<file path="src/logic/usw_pkg.sv">
// Package of constants for the two-wire serial interface block
package usw_pkg;
    // ************************************************************
    // Register map
    // ************************************************************
    localparam logic [3:0] ADDR_CTRL = 4'h0;
    localparam logic [3:0] ADDR_PINPOS = 4'h1;
    localparam logic [3:0] ADDR_DATA = 4'h2;
    localparam logic [3:0] ADDR_STATUS = 4'h3;
    localparam logic [3:0] ADDR_PORT = 4'h4;
    // ************************************************************
    // Control fields
    // ************************************************************
    localparam int CTRL_TC = 0;
    localparam int CTRL_CLK = 1;
    localparam int CTRL_CS0 = 2;
    localparam int CTRL_CS1 = 3;
    localparam int CTRL_WM_LO = 4;
    localparam int CTRL_SIE = 7;
    // ************************************************************
    // Status fields
    // ************************************************************
    localparam int ST_SIF = 7;
    localparam int ST_OIF = 6;
    localparam int ST_PF = 5;
    localparam int ST_DC = 4;
    // Port register fields: dout, dir bits
    localparam int PORT_SDA = 0;
    localparam int PORT_DO = 1;
    localparam int PORT_SCL = 2;
    localparam int PORT_DIR_SDA = 4;
    localparam int PORT_DIR_DO = 5;
    localparam int PORT_DIR_SCL = 6;
    // ************************************************************
    // Encodings and reset values
    // ************************************************************
    localparam logic [1:0] WM_OFF = 2'h0;
    localparam logic [1:0] WM_TWO = 2'h2;
    localparam logic [1:0] WM_TWO_HOLD = 2'h3;
    localparam logic [7:0] RST_BYTE = 8'h00;
    localparam logic [3:0] CNT_MAX = 4'hf;
    localparam logic [3:0] CNT_ONE = 4'h1;
endpackage : usw_pkg

</file>
<file path="src/logic/usw_sync.sv">
// Two-flop synchroniser for the serial pin inputs
`timescale 1ns/1ps
module usw_sync (
    input wire logic core_clk_in,
    input wire logic srst_in,
    input wire logic [2:0] async_in,
    output logic [2:0] sync_out
);
    logic [2:0] meta_r;

    // First stage is read only by the second
    always_ff @(posedge core_clk_in)
    begin
        if (srst_in)
        begin
            meta_r <= 3'h7;
            sync_out <= 3'h7;
        end
        else
        begin
            meta_r <= async_in;
            sync_out <= meta_r;
        end
    end
endmodule : usw_sync

</file>
<file path="src/logic/usw_core.sv">
// Two-wire serial interface: pins, clocking, counter and holds
//
// Overview of operation
// - Mode 10 makes SDA and SCL open-collector
// - SDA pulled low when shifter or port zero
// - SCL pulled low by port or start hold
// - Start holds SCL until start flag cleared
// - Two-wire modes disable SDA and SCL pull-ups
// - Mode 11 also holds SCL after overflow
// - External clock: three-wire DO updates opposite edge
// - Strobe or timer clock: latch transparent
// - Source 00/01 selects strobe or timer clock
// - External edge polarity; counter both or toggle
// - Strobe shifts register, bumps counter, reads zero
// - Strobe shifts in previously sampled input
// - External source: strobe bit stored as selector
// - Toggle bit inverts clock port, reads zero
// - Toggle with selector increments counter
// - Pin position upper seven bits read zero
// - Position bit routes pins B or A
// - Overflow flag on wrap, write-one clears
// - Mode 00 disables outputs, hold, detector
`timescale 1ns/1ps
module usw_core (
    input wire logic core_clk_in,
    input wire logic srst_in,
    input wire logic [3:0] addr_in,
    input wire logic [7:0] wdata_in,
    input wire logic wr_in,
    input wire logic rd_in,
    output logic [7:0] rdata_out,
    input wire logic timer0_match_in,
    input wire logic [2:0] portb_in,
    output logic [2:0] portb_out,
    output logic [2:0] portb_oe_out,
    output logic [2:0] portb_pullup_dis_out,
    input wire logic [2:0] porta_in,
    output logic [2:0] porta_out,
    output logic [2:0] porta_oe_out,
    output logic [2:0] porta_pullup_dis_out
);
    // ************************************************************
    // Registers
    // ************************************************************
    logic [7:0] ctrl_r;
    logic pos_r;
    logic [7:0] data_r;
    logic [3:0] cnt_r;
    logic sif_r;
    logic oif_r;
    logic pf_r;
    logic [6:0] port_r;
    logic out_latch_r;
    logic di_prev_r;
    logic scl_prev_r;
    logic sda_prev_r;
    logic [7:0] rdata_nxt;
    logic [2:0] pin_raw;
    logic [2:0] pin_sync;
    logic sda_in_s;
    logic scl_in_s;
    logic [1:0] wm;
    logic [1:0] cs;
    logic wr_ctrl;
    logic strobe_wr;
    logic toggle_wr;
    logic ext_src;
    logic scl_rise;
    logic scl_fall;
    logic shift_ev;
    logic cnt_ev;
    logic cnt_wr;
    logic two_wire;
    logic start_det;
    logic stop_det;
    logic ovf_ev;
    logic sda_drive_low;
    logic scl_drive_low;
    logic sda_oe;
    logic scl_oe;
    logic do_val;

    // Address match shared by read and write paths
    function automatic logic hit(input logic [3:0] a, input logic [3:0] r);
        hit = (a == r);
    endfunction : hit

    assign wm = ctrl_r[usw_pkg::CTRL_WM_LO +: 2];
    assign cs = ctrl_r[usw_pkg::CTRL_CS0 +: 2];
    assign ext_src = ctrl_r[usw_pkg::CTRL_CS1];
    assign two_wire = wm[1];
    assign wr_ctrl = wr_in && hit(addr_in, usw_pkg::ADDR_CTRL);
    assign strobe_wr = wr_ctrl && wdata_in[usw_pkg::CTRL_CLK];
    assign toggle_wr = wr_ctrl && wdata_in[usw_pkg::CTRL_TC];
    assign cnt_wr = wr_in && hit(addr_in, usw_pkg::ADDR_STATUS);

    // ************************************************************
    // Pin routing and synchronisation
    // ************************************************************
    // Inputs: [0] data in, [1] data out pin, [2] clock
    assign pin_raw = pos_r ? porta_in : portb_in;

    usw_sync u_sync (
        .core_clk_in(core_clk_in),
        .srst_in(srst_in),
        .async_in(pin_raw),
        .sync_out(pin_sync)
    );

    assign sda_in_s = pin_sync[0];
    assign scl_in_s = pin_sync[2];

    // Previous synchronised levels for edge detection
    always_ff @(posedge core_clk_in)
    begin
        if (srst_in)
        begin
            scl_prev_r <= 1'b1;
            sda_prev_r <= 1'b1;
            di_prev_r <= 1'b1;
        end
        else
        begin
            scl_prev_r <= scl_in_s;
            sda_prev_r <= sda_in_s;
            di_prev_r <= sda_in_s;
        end
    end

    assign scl_rise = scl_in_s && !scl_prev_r;
    assign scl_fall = !scl_in_s && scl_prev_r;
    // Detector off in mode 00 and three-wire mode
    assign start_det = two_wire && scl_in_s && sda_prev_r
        && !sda_in_s;
    assign stop_det = two_wire && scl_in_s && !sda_prev_r && sda_in_s;

    // ************************************************************
    // Clock source selection
    // ************************************************************
    always_comb
    begin
        shift_ev = 1'b0;
        cnt_ev = 1'b0;
        if (ext_src)
        begin
            // Low select bit picks the sampling edge
            shift_ev = cs[0] ? scl_fall : scl_rise;
            if (ctrl_r[usw_pkg::CTRL_CLK])
                cnt_ev = toggle_wr;
            else
                cnt_ev = scl_rise || scl_fall;
        end
        else if (cs[0])
        begin
            shift_ev = timer0_match_in;
            cnt_ev = timer0_match_in;
        end
        else
        begin
            shift_ev = strobe_wr;
            cnt_ev = strobe_wr;
        end
    end

    // ************************************************************
    // Control, position and port registers
    // ************************************************************
    // Strobe bit kept only as selector under external source
    always_ff @(posedge core_clk_in)
    begin
        if (srst_in)
            ctrl_r <= usw_pkg::RST_BYTE;
        else if (wr_ctrl)
        begin
            ctrl_r <= wdata_in;
            ctrl_r[usw_pkg::CTRL_TC] <= 1'b0;
            ctrl_r[usw_pkg::CTRL_CLK] <= wdata_in[usw_pkg::CTRL_CS1]
                && wdata_in[usw_pkg::CTRL_CLK];
        end
    end

    always_ff @(posedge core_clk_in)
    begin
        if (srst_in)
            pos_r <= 1'b0;
        else if (wr_in && hit(addr_in, usw_pkg::ADDR_PINPOS))
            pos_r <= wdata_in[0];
    end

    // Toggle inverts clock port bit whatever the direction
    always_ff @(posedge core_clk_in)
    begin
        if (srst_in)
            port_r <= 7'h00;
        else if (wr_in && hit(addr_in, usw_pkg::ADDR_PORT))
            port_r <= wdata_in[6:0];
        else if (toggle_wr)
            port_r[usw_pkg::PORT_SCL] <= !port_r[usw_pkg::PORT_SCL];
    end

    // ************************************************************
    // Shift register and output latch
    // ************************************************************
    always_ff @(posedge core_clk_in)
    begin
        if (srst_in)
            data_r <= usw_pkg::RST_BYTE;
        else if (wr_in && hit(addr_in, usw_pkg::ADDR_DATA))
            data_r <= wdata_in;
        else if (shift_ev)
            data_r <= {data_r[6:0], di_prev_r};
    end

    // Latch follows the opposite external edge to sampling
    always_ff @(posedge core_clk_in)
    begin
        if (srst_in)
            out_latch_r <= 1'b0;
        else if (cs[0] ? scl_rise : scl_fall)
            out_latch_r <= data_r[7];
    end

    // Transparent for strobe and timer sources
    assign do_val = ext_src ? out_latch_r : data_r[7];

    // ************************************************************
    // Counter and flags
    // ************************************************************
    assign ovf_ev = cnt_ev && (cnt_r == usw_pkg::CNT_MAX);

    always_ff @(posedge core_clk_in)
    begin
        if (srst_in)
            cnt_r <= 4'h0;
        else if (cnt_wr)
            cnt_r <= wdata_in[3:0];
        else if (cnt_ev)
            cnt_r <= cnt_r + usw_pkg::CNT_ONE;
    end

    // Set beats a simultaneous write-one clear
    always_ff @(posedge core_clk_in)
    begin
        if (srst_in)
        begin
            sif_r <= 1'b0;
            oif_r <= 1'b0;
            pf_r <= 1'b0;
        end
        else
        begin
            if (start_det)
                sif_r <= 1'b1;
            else if (cnt_wr && wdata_in[usw_pkg::ST_SIF])
                sif_r <= 1'b0;
            if (ovf_ev)
                oif_r <= 1'b1;
            else if (cnt_wr && wdata_in[usw_pkg::ST_OIF])
                oif_r <= 1'b0;
            if (stop_det)
                pf_r <= 1'b1;
            else if (cnt_wr && wdata_in[usw_pkg::ST_PF])
                pf_r <= 1'b0;
        end
    end

    // ************************************************************
    // Pin drivers
    // ************************************************************
    assign sda_oe = port_r[usw_pkg::PORT_DIR_SDA];
    assign scl_oe = port_r[usw_pkg::PORT_DIR_SCL];
    assign sda_drive_low = !data_r[7] || !port_r[usw_pkg::PORT_SDA];
    assign scl_drive_low = !port_r[usw_pkg::PORT_SCL] || sif_r
        || (wm == usw_pkg::WM_TWO_HOLD && oif_r);

    // Open collector: enable only while pulling low
    always_comb
    begin
        portb_out = 3'h0;
        portb_oe_out = 3'h0;
        porta_out = 3'h0;
        porta_oe_out = 3'h0;
        portb_pullup_dis_out = 3'h0;
        porta_pullup_dis_out = 3'h0;
        if (two_wire)
        begin
            portb_oe_out = {scl_oe && scl_drive_low,
                port_r[usw_pkg::PORT_DIR_DO],
                sda_oe && sda_drive_low};
            portb_out = {1'b0, port_r[usw_pkg::PORT_DO], 1'b0};
            portb_pullup_dis_out = 3'h5;
        end
        else if (wm == usw_pkg::WM_OFF)
        begin
            // Ordinary port pins in mode 00
            portb_oe_out = port_r[usw_pkg::PORT_DIR_SDA +: 3];
            portb_out = port_r[2:0];
        end
        else
        begin
            portb_oe_out = port_r[usw_pkg::PORT_DIR_SDA +: 3];
            portb_out = {port_r[usw_pkg::PORT_SCL], do_val,
                port_r[usw_pkg::PORT_SDA]};
        end
        if (pos_r)
        begin
            porta_out = portb_out;
            porta_oe_out = portb_oe_out;
            porta_pullup_dis_out = portb_pullup_dis_out;
            portb_out = 3'h0;
            portb_oe_out = 3'h0;
            portb_pullup_dis_out = 3'h0;
        end
    end

    // ************************************************************
    // Read path
    // ************************************************************
    always_comb
    begin
        rdata_nxt = 8'h00;
        if (hit(addr_in, usw_pkg::ADDR_CTRL))
            rdata_nxt = {ctrl_r[7:2], 2'h0};
        else if (hit(addr_in, usw_pkg::ADDR_PINPOS))
            rdata_nxt = {7'h00, pos_r};
        else if (hit(addr_in, usw_pkg::ADDR_DATA))
            rdata_nxt = data_r;
        else if (hit(addr_in, usw_pkg::ADDR_STATUS))
            rdata_nxt = {sif_r, oif_r, pf_r,
                two_wire && (data_r[7] != sda_in_s), cnt_r};
        else if (hit(addr_in, usw_pkg::ADDR_PORT))
            rdata_nxt = {1'b0, port_r};
    end

    always_ff @(posedge core_clk_in)
    begin
        if (srst_in)
            rdata_out <= 8'h00;
        else if (rd_in)
            rdata_out <= rdata_nxt;
        else
            rdata_out <= 8'h00;
    end

    // ************************************************************
    // Assertions
    // ************************************************************
    property p_strobe_cnt;
        @(posedge core_clk_in) disable iff (srst_in)
        (strobe_wr && cs == 2'h0 && !cnt_wr)
            |=> cnt_r == $past(cnt_r) + 4'h1;
    endproperty
    a_strobe_cnt: assert property (p_strobe_cnt)
        else $error("strobe did not bump counter");

    property p_ovf_set;
        @(posedge core_clk_in) disable iff (srst_in)
        ovf_ev |=> oif_r;
    endproperty
    a_ovf_set: assert property (p_ovf_set)
        else $error("overflow flag not set");

    property p_start_hold;
        @(posedge core_clk_in) disable iff (srst_in)
        (sif_r && two_wire && scl_oe && !pos_r) |-> portb_oe_out[2];
    endproperty
    a_start_hold: assert property (p_start_hold)
        else $error("start hold missing on clock line");

    property p_ovf_hold;
        @(posedge core_clk_in) disable iff (srst_in)
        (oif_r && wm == 2'h3 && scl_oe && !pos_r) |-> portb_oe_out[2];
    endproperty
    a_ovf_hold: assert property (p_ovf_hold)
        else $error("overflow hold missing");

    property p_ctrl_rd;
        @(posedge core_clk_in) disable iff (srst_in)
        (rd_in && addr_in == 4'h0) |=> rdata_out[1:0] == 2'h0;
    endproperty
    a_ctrl_rd: assert property (p_ctrl_rd)
        else $error("strobe bits read nonzero");

    property p_pos_rd;
        @(posedge core_clk_in) disable iff (srst_in)
        (rd_in && addr_in == 4'h1) |=> rdata_out[7:1] == 7'h00;
    endproperty
    a_pos_rd: assert property (p_pos_rd)
        else $error("reserved position bits nonzero");

    property p_toggle;
        @(posedge core_clk_in) disable iff (srst_in)
        (toggle_wr && !(wr_in && addr_in == 4'h4))
            |=> port_r[2] != $past(port_r[2]);
    endproperty
    a_toggle: assert property (p_toggle)
        else $error("toggle did not invert clock port");

    property p_off_pins;
        @(posedge core_clk_in) disable iff (srst_in)
        (wm == usw_pkg::WM_OFF) |-> (portb_pullup_dis_out == 3'h0
            && porta_pullup_dis_out == 3'h0);
    endproperty
    a_off_pins: assert property (p_off_pins)
        else $error("pull-ups disabled outside two-wire");

    c_strobe: cover property (@(posedge core_clk_in) strobe_wr);
    c_start: cover property (@(posedge core_clk_in) start_det);
    c_ovf: cover property (@(posedge core_clk_in) ovf_ev);
endmodule : usw_core

</file>
<file path="config.mk">
export PLATFORM = sky130hd
export DESIGN_NAME = usw_core
export DESIGN_NICKNAME = d
export VERILOG_FILES = /design/src/logic/usw_pkg.sv /design/src/logic/usw_sync.sv /design/src/logic/usw_core.sv
export SDC_FILE = /design/constraint.sdc
export NUM_CORES = 1
export LEC_CHECK = 0
export BUFFER_PORTS_ARGS = -buffer_cell sky130_fd_sc_hd__buf_2
export CAP_MARGIN = 20
export CORE_ASPECT_RATIO = 0.7
export CORE_MARGIN = 8
export CORE_UTILIZATION = 40
export CTS_CLUSTER_DIAMETER = 200
export DETAILED_ROUTE_END_ITERATION = 16
export PLACE_DENSITY = 0.73
export SLEW_MARGIN = 25
export SYNTH_ARGS = -nofsm -noshare
export SYNTH_HDL_FRONTEND = slang
export SYNTH_HIERARCHICAL = 1
export SYNTH_SLANG_ARGS = --single-unit
</file>
<file path="constraint.sdc">
create_clock -name core_clk_in -period 1.5 [get_ports core_clk_in]
set_input_delay 0.15 -clock core_clk_in [delete_from_list [all_inputs] [get_ports core_clk_in]]
set_output_delay 0.15 -clock core_clk_in [all_outputs]
set_load 0.05 [all_outputs]
</file>
==> key figures, run 1 <==
Power and ir drop
  • Int Pwr: between 0.0015 and 0.002 W
  • Leak Pwr: roughly 1.2 nW
  • Clk network pwr share: 0.378
  • Sequential power share: 0.488
  • Total power per unit cell area: 814 mW/mm2
  • Switch share: 0.268
  • Overall Power: 0.00261 W
  • VDD IR-drop max: slightly below 0.6 mV
  • Gate power share: 0.134
  • P_sw: roughly 0.0007 W

Critical path
  • CP Buf/Inv Count: 2
  • Slowest CP cell: dfxtp_4
  • Worst Path Required: about 1400 ps
  • Worst-path fanout max: 2
  • CP top delay family: flip-flops
  • Critical path endpoint category: primary output
  • Crit Path Class: flip-flop to primary output
  • CP cell instances: buf_6 -> mux2i_2 -> nor2_1 -> a21oi_2 -> nor2_1 -> buf_6
  • WP data arrival: 1410 ps
  • Critical path's largest stage delay: approximately 360 ps
  • Crit start category: flip-flop

GRT
  • Initial antenna violation count: 0
  • Pin count of the biggest net entering global routing: 23
  • Global-route wire length before repair: between 10000 and 15000 um
  • GRT overflow: 0
  • Vias in the first global route: ~2400
  • Gr usage total: 0.175

CTS
  • Clk sink count: 45
  • Inserted Clock Buffers: 5
  • Root Driver: clkbuf_8
  • Clock slew at reported path FFs: about 90 ps
  • CTS tree: yes
  • Maximum clock path buffer count: 2
  • Cts-stage hold buffer count: 0
  • H-tree depth: 2
  • Worst-Skew Late Latency: between 300 and 400 ps

Status
  • Failing checks: negative setup slack
  • Status: complete, but fails checks

Routing
  • Vias per cell: ~6
  • Via Count: between 2000 and 3000
  • Detailed-route wire length per cell: ~18 um
  • Drt pass-1 iters: 4
  • WL final: between 7000 and 8000 um
  • Detail Route Antenna Nets: 0
  • DRT iter0 DRCs: a little over 200
  • DRC: 0

Logic synthesis
  • Avg Synthesized Cell Area: around 8.3 um2
  • Yosys warns: 6
  • Mapped Cells: 296
  • Cell area after synthesis: about 0.0025 mm2

Floorplan
  • Core Area: just over 0.006 mm2
  • Initial core utilization: 0.405
  • Die Height: between 80 and 90 um
  • DIE AREA: between 0.008 and 0.009 mm2
  • Die width: between 100 and 150 um
  • Io pins: 49
  • Rows: 24

Placement
  • IO buf count: between 40 and 50
  • Cell count after placement: 420
  • Final GP Congestion: just under 0.9
  • Place WS: -111 ps
  • HPWL Detailed: between 5000 and 6000 um

Final layout
  • Final Util: 0.525
  • Multi-input logic area: between 0.0015 and 0.002 mm2
  • FILL cells: a little under 600
  • Ant. Diodes: 0
  • Layout Nets: between 300 and 400
  • Post-route insts no fill: about 440
  • Reg area: about 920 um2
  • Area grow syn2layout: 29.6%
  • Share of cells above drive strength 1: 0.373

STA
  • RSZ-0062 raised after global routing: true
  • Fmax: roughly 640 MHz
  • Final TNS setup: -156 ps
  • Final Hold Fails: 0
  • Final period util: 1.04
  • Max Slew Vio Count: 0
  • Post-route setup slack: -59.2 ps
  • Final setup violation count: 3
  • Fin crit period: approximately 1600 ps
  • Skew final: ~3.7 ps

Min path
  • Hold Crit Class: primary input to flip-flop

Job
  • Max cap viols: 0
## per-stage QoR
step / instance area (um2) / hold WS [ps]
global route: 3200 / 117
finish: 3200 / 120
detailed placement: 2870 / 391
CTS: 3070 / 118
global placement: 2870 / 386
floorplan: 2490 / 250
## worst register-to-register path, delay by kind of cell, from the launching register on
family	cells	cell delay, ps
DFF	1	380
and+or+nand+nor	1	310
AOI/OAI and AO/OA	1	300
muxes	2	270
adders and majority gates	1	170
buffers and inverters	1	40
## power groups by stage
stage / logic [W] / clock network [W] / registers [W]
detailed placement: 0.000326 / 0 / 0.00129
finish: 0.000350 / 0.000984 / 0.00127
global route: 0.000374 / 0.00104 / 0.00127
CTS: 0.000336 / 0.000993 / 0.00126
floorplan: 0.000211 / 0 / 0.00128
global placement: 0.000316 / 0 / 0.00129
## area by class of cell
cell class	count	share of cell area
clock buffers	7	0.0270
clock inverters	1	0.00939
inverters	7	0.00821
multi-input cells	220	0.469
flip-flops and latches	45	0.286
well taps	78	0.0305
repair buffers	77	0.169
## flip-flops by register name, summed over array words and instances, names as in the netlist
register / flops
data_r: 8
rdata_out: 8
ctrl_r: 7
port_r: 7
cnt_r: 4
u_sync/meta_r: 2
u_sync/sync_out: 2
oif_r: 1
out_latch_r: 1
pf_r: 1
pos_r: 1
scl_prev_r: 1
sda_prev_r: 1
sif_r: 1
## per-layer routing
metal | share of wire | vias up | track usage
met2 | 0.44 | 128 | 0.263
met3 | 0.092 | 22 | 0.0447
met5 | 0 | - | 0
met4 | 0.022 | 0 | 0.0738
li1 | - | 1182 | -
met1 | 0.45 | 1226 | 0.233
## what timing repair did
action | 4_1_cts | 5_1_grt
buffers inserted | 3 | 4
resized for setup | 19 | 33
pin swaps | 6 | 18
setup endpoints to repair | 17 | 28
## placed cells by master (no fill, tap or decap), types with 4 or more instances in the layout
| cell | instances |
|---|---|
| nand2_1 | 42 |
| dfxtp_1 | 37 |
| buf_2 | 33 |
| buf_4 | 31 |
| nand3_1 | 24 |
| nor2_1 | 22 |
| a21oi_1 | 19 |
| nor3_1 | 9 |
| buf_6 | 9 |
| a311oi_2 | 8 |
| mux2_2 | 6 |
| clkbuf_8 | 6 |
| dfxtp_2 | 6 |
| nor3_2 | 5 |
| mux2i_1 | 5 |
| a32oi_1 | 5 |
| nor2b_1 | 4 |
| nand4_1 | 4 |
| inv_1 | 4 |
| o211ai_1 | 4 |
| or2_1 | 4 |
## path summary, 6_finish.rpt
check	start	end	cells after the start	slack, ps
max reg2reg	u_sync/sync_out[2]	data_r[0]	6	-50
min reg2reg	u_sync/meta_r[2]	u_sync/sync_out[2]	1	410
max	ctrl_r[3]	porta_out[1]	6	-60
min	wdata_in[6]	port_r[6]	3	120
Note: power is estimated with default switching activity, not from simulation.
==> inputs of run 2 (changes only) <==
Settings changed: PLACE_DENSITY 0.73 to 0.74, SYNTH_HIERARCHICAL 1 to not set.
==> key figures, run 2 <==
Logic synthesis
  • Post-synth cell types: 53
  • EDFF count, synth: 0
  • Cell area after synthesis: 0.00241 mm2 (-2.5%)
  • #FFs+latches synth: between 40 and 50
  • Avg Synthesized Cell Area: 8.69 um2 (+4.2%)
  • Asr flop ratio synth: 0
  • Synth top area share: 0.374
  • Mapped Cells: 277 (-6.4%)
  • Register area share after synthesis: 0.374
  • Cell taking the most area after synthesis: dfxtp_1
  • Dominant synthesized flop cell: dfxtp_1
  • Yosys warns: 0 (-6)
  • Post-synth top cells: 45 x dfxtp_1, 30 x nor2_1, 20 x mux2i_1
  • Count leader, synth: dfxtp_1
  • Area contributors post-synth: dfxtp_1 37%, mux2i_1 8.3%, nor2_1 4.7%

Critical path
  • Worst Path Required: 1720 ps (+370 ps)
  • Slowest CP cell: or3b_4
  • RR Startpoint: ctrl_r[3]
  • CP cell instances: or3b_4 -> nor3_4 -> buf_6 -> nor3_1 -> a311oi_2
  • Critical path endpoint category: flip-flop
  • Critical path's largest stage delay: 420 ps (+60 ps)
  • Crit start category: flip-flop
  • Crit Path Class: flip-flop to flip-flop
  • Worst Reg2Reg Path Length in Cells: 5 (-1)
  • R2R Path End: data_r[2]
  • WP data arrival: 1810 ps (+400 ps)
  • Worst-path fanout max: 8 (+6)
  • R2R setup slack: -90 ps (-40 ps)

STA
  • Final TNS setup: -485 ps (-329 ps)
  • Worst Tran Pin Value: just over 700 ps
  • RSZ-0062 raised after global routing: true
  • Max Slew Vio Count: 0 (unchanged)
  • Final Hold Fails: 0 (unchanged)
  • Fmax: 630 MHz (-1.8%)
  • Fin crit period: 1590 ps (+28.3 ps)
  • Final period util: 1.06 (+0.0189)
  • Skew final: 13.9 ps (+10.2 ps)
  • Post-route setup slack: -87.5 ps (-28.3 ps)
  • Max-slew headroom at the worst pin: 0.515
  • Final setup violation count: 11 (+8)

Routing
  • WL final: 8080 um (+3.3%)
  • Detail Route Antenna Nets: 0 (unchanged)
  • DRT iter0 DRCs: 225 (+9.8%)
  • Drt pass-1 iters: 7 (+3)
  • DRC: 0 (unchanged)
  • Via Count: 2438 (-4.7%)
  • Detailed-route wire length per cell: 19.3 um (+7.5%)
  • Vias per cell: 5.83 (-0.81%)

Status
  • Status: complete, but fails checks
  • Failing checks: negative setup slack

Final layout
  • Commonest cells after routing, fill and taps aside: 37 x dfxtp_1, 36 x buf_4, 31 x buf_2
  • Ant. Diodes: 0 (unchanged)
  • Regs by FF count: data_r: 8 flops, rdata_out: 8 flops
  • FILL cells: 529 (-9.1%)
  • Fin area: 0.00322 mm2 (+0.59%)
  • Share of cells above drive strength 1: 0.417 (+0.0444)
  • Area grow syn2layout: 33.7%
  • Commonest non-fill, non-tap cell in the layout: dfxtp_1
  • Layout Nets: 368 (-3.7%)
  • Final Util: 0.559 (+0.0343)

CTS
  • Maximum clock path buffer count: 2 (unchanged)
  • Worst-Skew Late Latency: 310 ps (about the same)
  • Inserted Clock Buffers: 5 (unchanged)
  • CTS tree: yes
  • H-tree depth: 2 (unchanged)
  • Root Driver: clkbuf_8
  • Clk sink count: 45 (unchanged)
  • Clock slew at reported path FFs: 90 ps (about the same)

Power and ir drop
  • Gate power share: 0.140 (+0.006)
  • Int Pwr: 0.00172 W (-9.9%)
  • VDD IR-drop max: 0.381 mV (-36%)
  • Leak Pwr: 1.31 nW (+5.4%)
  • Sequential power share: 0.517 (+0.029)
  • P_sw: 0.000682 W (-2.3%)
  • Total power per unit cell area: 746 mW/mm2 (-8.4%)
  • Switch share: 0.284 (+0.0163)
  • Clk network pwr share: 0.343 (-0.035)

GRT
  • Initial antenna violation count: 0 (unchanged)
  • Gr usage total: 0.177 (+0.00235)
  • Global-route wire length before repair: 12200 um (-0.17%)
  • Vias in the first global route: 2356 (-0.25%)
  • GRT overflow: 0 (unchanged)
  • Pin count of the biggest net entering global routing: 33 (+43%)

Floorplan
  • Rows: 23 (-4.2%)
  • Die Height: 80.9 um (-1.0%)
  • Io pins: 49 (unchanged)
  • Core Area: 0.00576 mm2 (-5.6%)
  • Die width: 109 um (-1.1%)
  • Initial core utilization: 0.418 (+0.0131)
  • DIE AREA: 0.00879 mm2 (-2.1%)

Min path
  • Worst hold path depth: 3 (unchanged)
  • WHS Endpoint: u_sync.meta_r[2]
  • HP Start: portb_in[2]
  • Hold Crit Class: primary input to flip-flop

Placement
  • IO buf count: 44 (unchanged)
  • HPWL Detailed: 5580 um (-1.7%)
  • Post-DP Area: 0.00286 mm2 (-0.31%)
  • Final GP Congestion: 0.935 (+4.4%)

Job
  • Max cap viols: 0 (unchanged)
[run 2: power groups by stage]
| stage | sequential (W) | combinational (W) | clock, W |
|---|---|---|---|
| floorplan | 0.00126 | 0.000190 | 0 |
| global placement | 0.00127 | 0.000291 | 0 |
| detailed placement | 0.00127 | 0.000294 | 0 |
| CTS | 0.00124 | 0.000309 | 0.000835 |
| global route | 0.00124 | 0.000356 | 0.000893 |
| finish | 0.00124 | 0.000336 | 0.000823 |
[run 2: stage by stage]
stage          power (W)  worst slack, ps  hold slack [ps]  instances
6_report         0.00240            -87.5             64.3        418
3_3_place_gp     0.00156             -185              371        405
4_1_cts          0.00238            -78.1             61.8        419
3_5_place_dp     0.00156             -224              376        405
2_1_floorplan    0.00145             -381              267        278
5_1_grt          0.00249             -134             79.2        418
[run 2: final cells by class]
class                      instances  area, um2  share of cell area
clock buffer                       6       82.6              0.0257
clock inverter                     2       13.8             0.00428
tap                               75       93.8              0.0292
multi-input combinational        202       1530               0.474
timing repair buffer              80        553               0.172
sequential                        45        916               0.285
inverter                           8       32.5              0.0101
[run 2: per-layer routing]
layer,GRT usage,share of wire,up-vias
li1,-,-,1127
met1,0.230,0.44,1177
met2,0.284,0.46,122
met3,0.0443,0.083,12
met4,0.0571,0.014,0
met5,0,0,-
[run 2: how the worst max path moves through the flow]
| stage | cells past startpoint | from | slack (ps) | endpoint |
|---|---|---|---|---|
| 2_1_floorplan | 2 | pos_r | -380 | portb_out[0] |
| 3_3_place_gp | 5 | addr_in[0] | -190 | data_r[7] |
| 3_5_place_dp | 5 | addr_in[0] | -220 | data_r[2] |
| 4_1_cts | 6 | ctrl_r[3] | -80 | porta_out[1] |
| 5_1_grt | 5 | ctrl_r[3] | -130 | data_r[2] |
| 6_report | 5 | ctrl_r[3] | -90 | data_r[2] |
[run 2: what timing repair did]
| action | 4_1_cts | 5_1_grt |
|---|---|---|
| resized for setup | 28 | 38 |
| setup buffers | 5 | 0 |
| pin swaps | 8 | 12 |
| hold buffers | 0 | 0 |
| setup endpoints to repair | 22 | 25 |
| hold endpoints to repair | 0 | 0 |
| gates cloned | 1 | 0 |
[run 2: cell families after synthesis]
logic type,after synthesis,synth area share
simple gates,112,0.252
compound gates,63,0.200
flops,45,0.374
buf+inv,31,0.0660
mux,20,0.0832
fa+ha+maj,3,0.0156
xor+xnor,2,0.00728
other cells,1,0.00156
[run 2: critical path, delay by kind of cell (launching register included)]
| kind | cells | cell delay, ps |
|---|---|---|
| AO/OA/AOI/OAI | 1 | 250 |
| buffers and inverters | 1 | 180 |
| flip-flops | 1 | 360 |
| AND/OR/NAND/NOR | 3 | 710 |
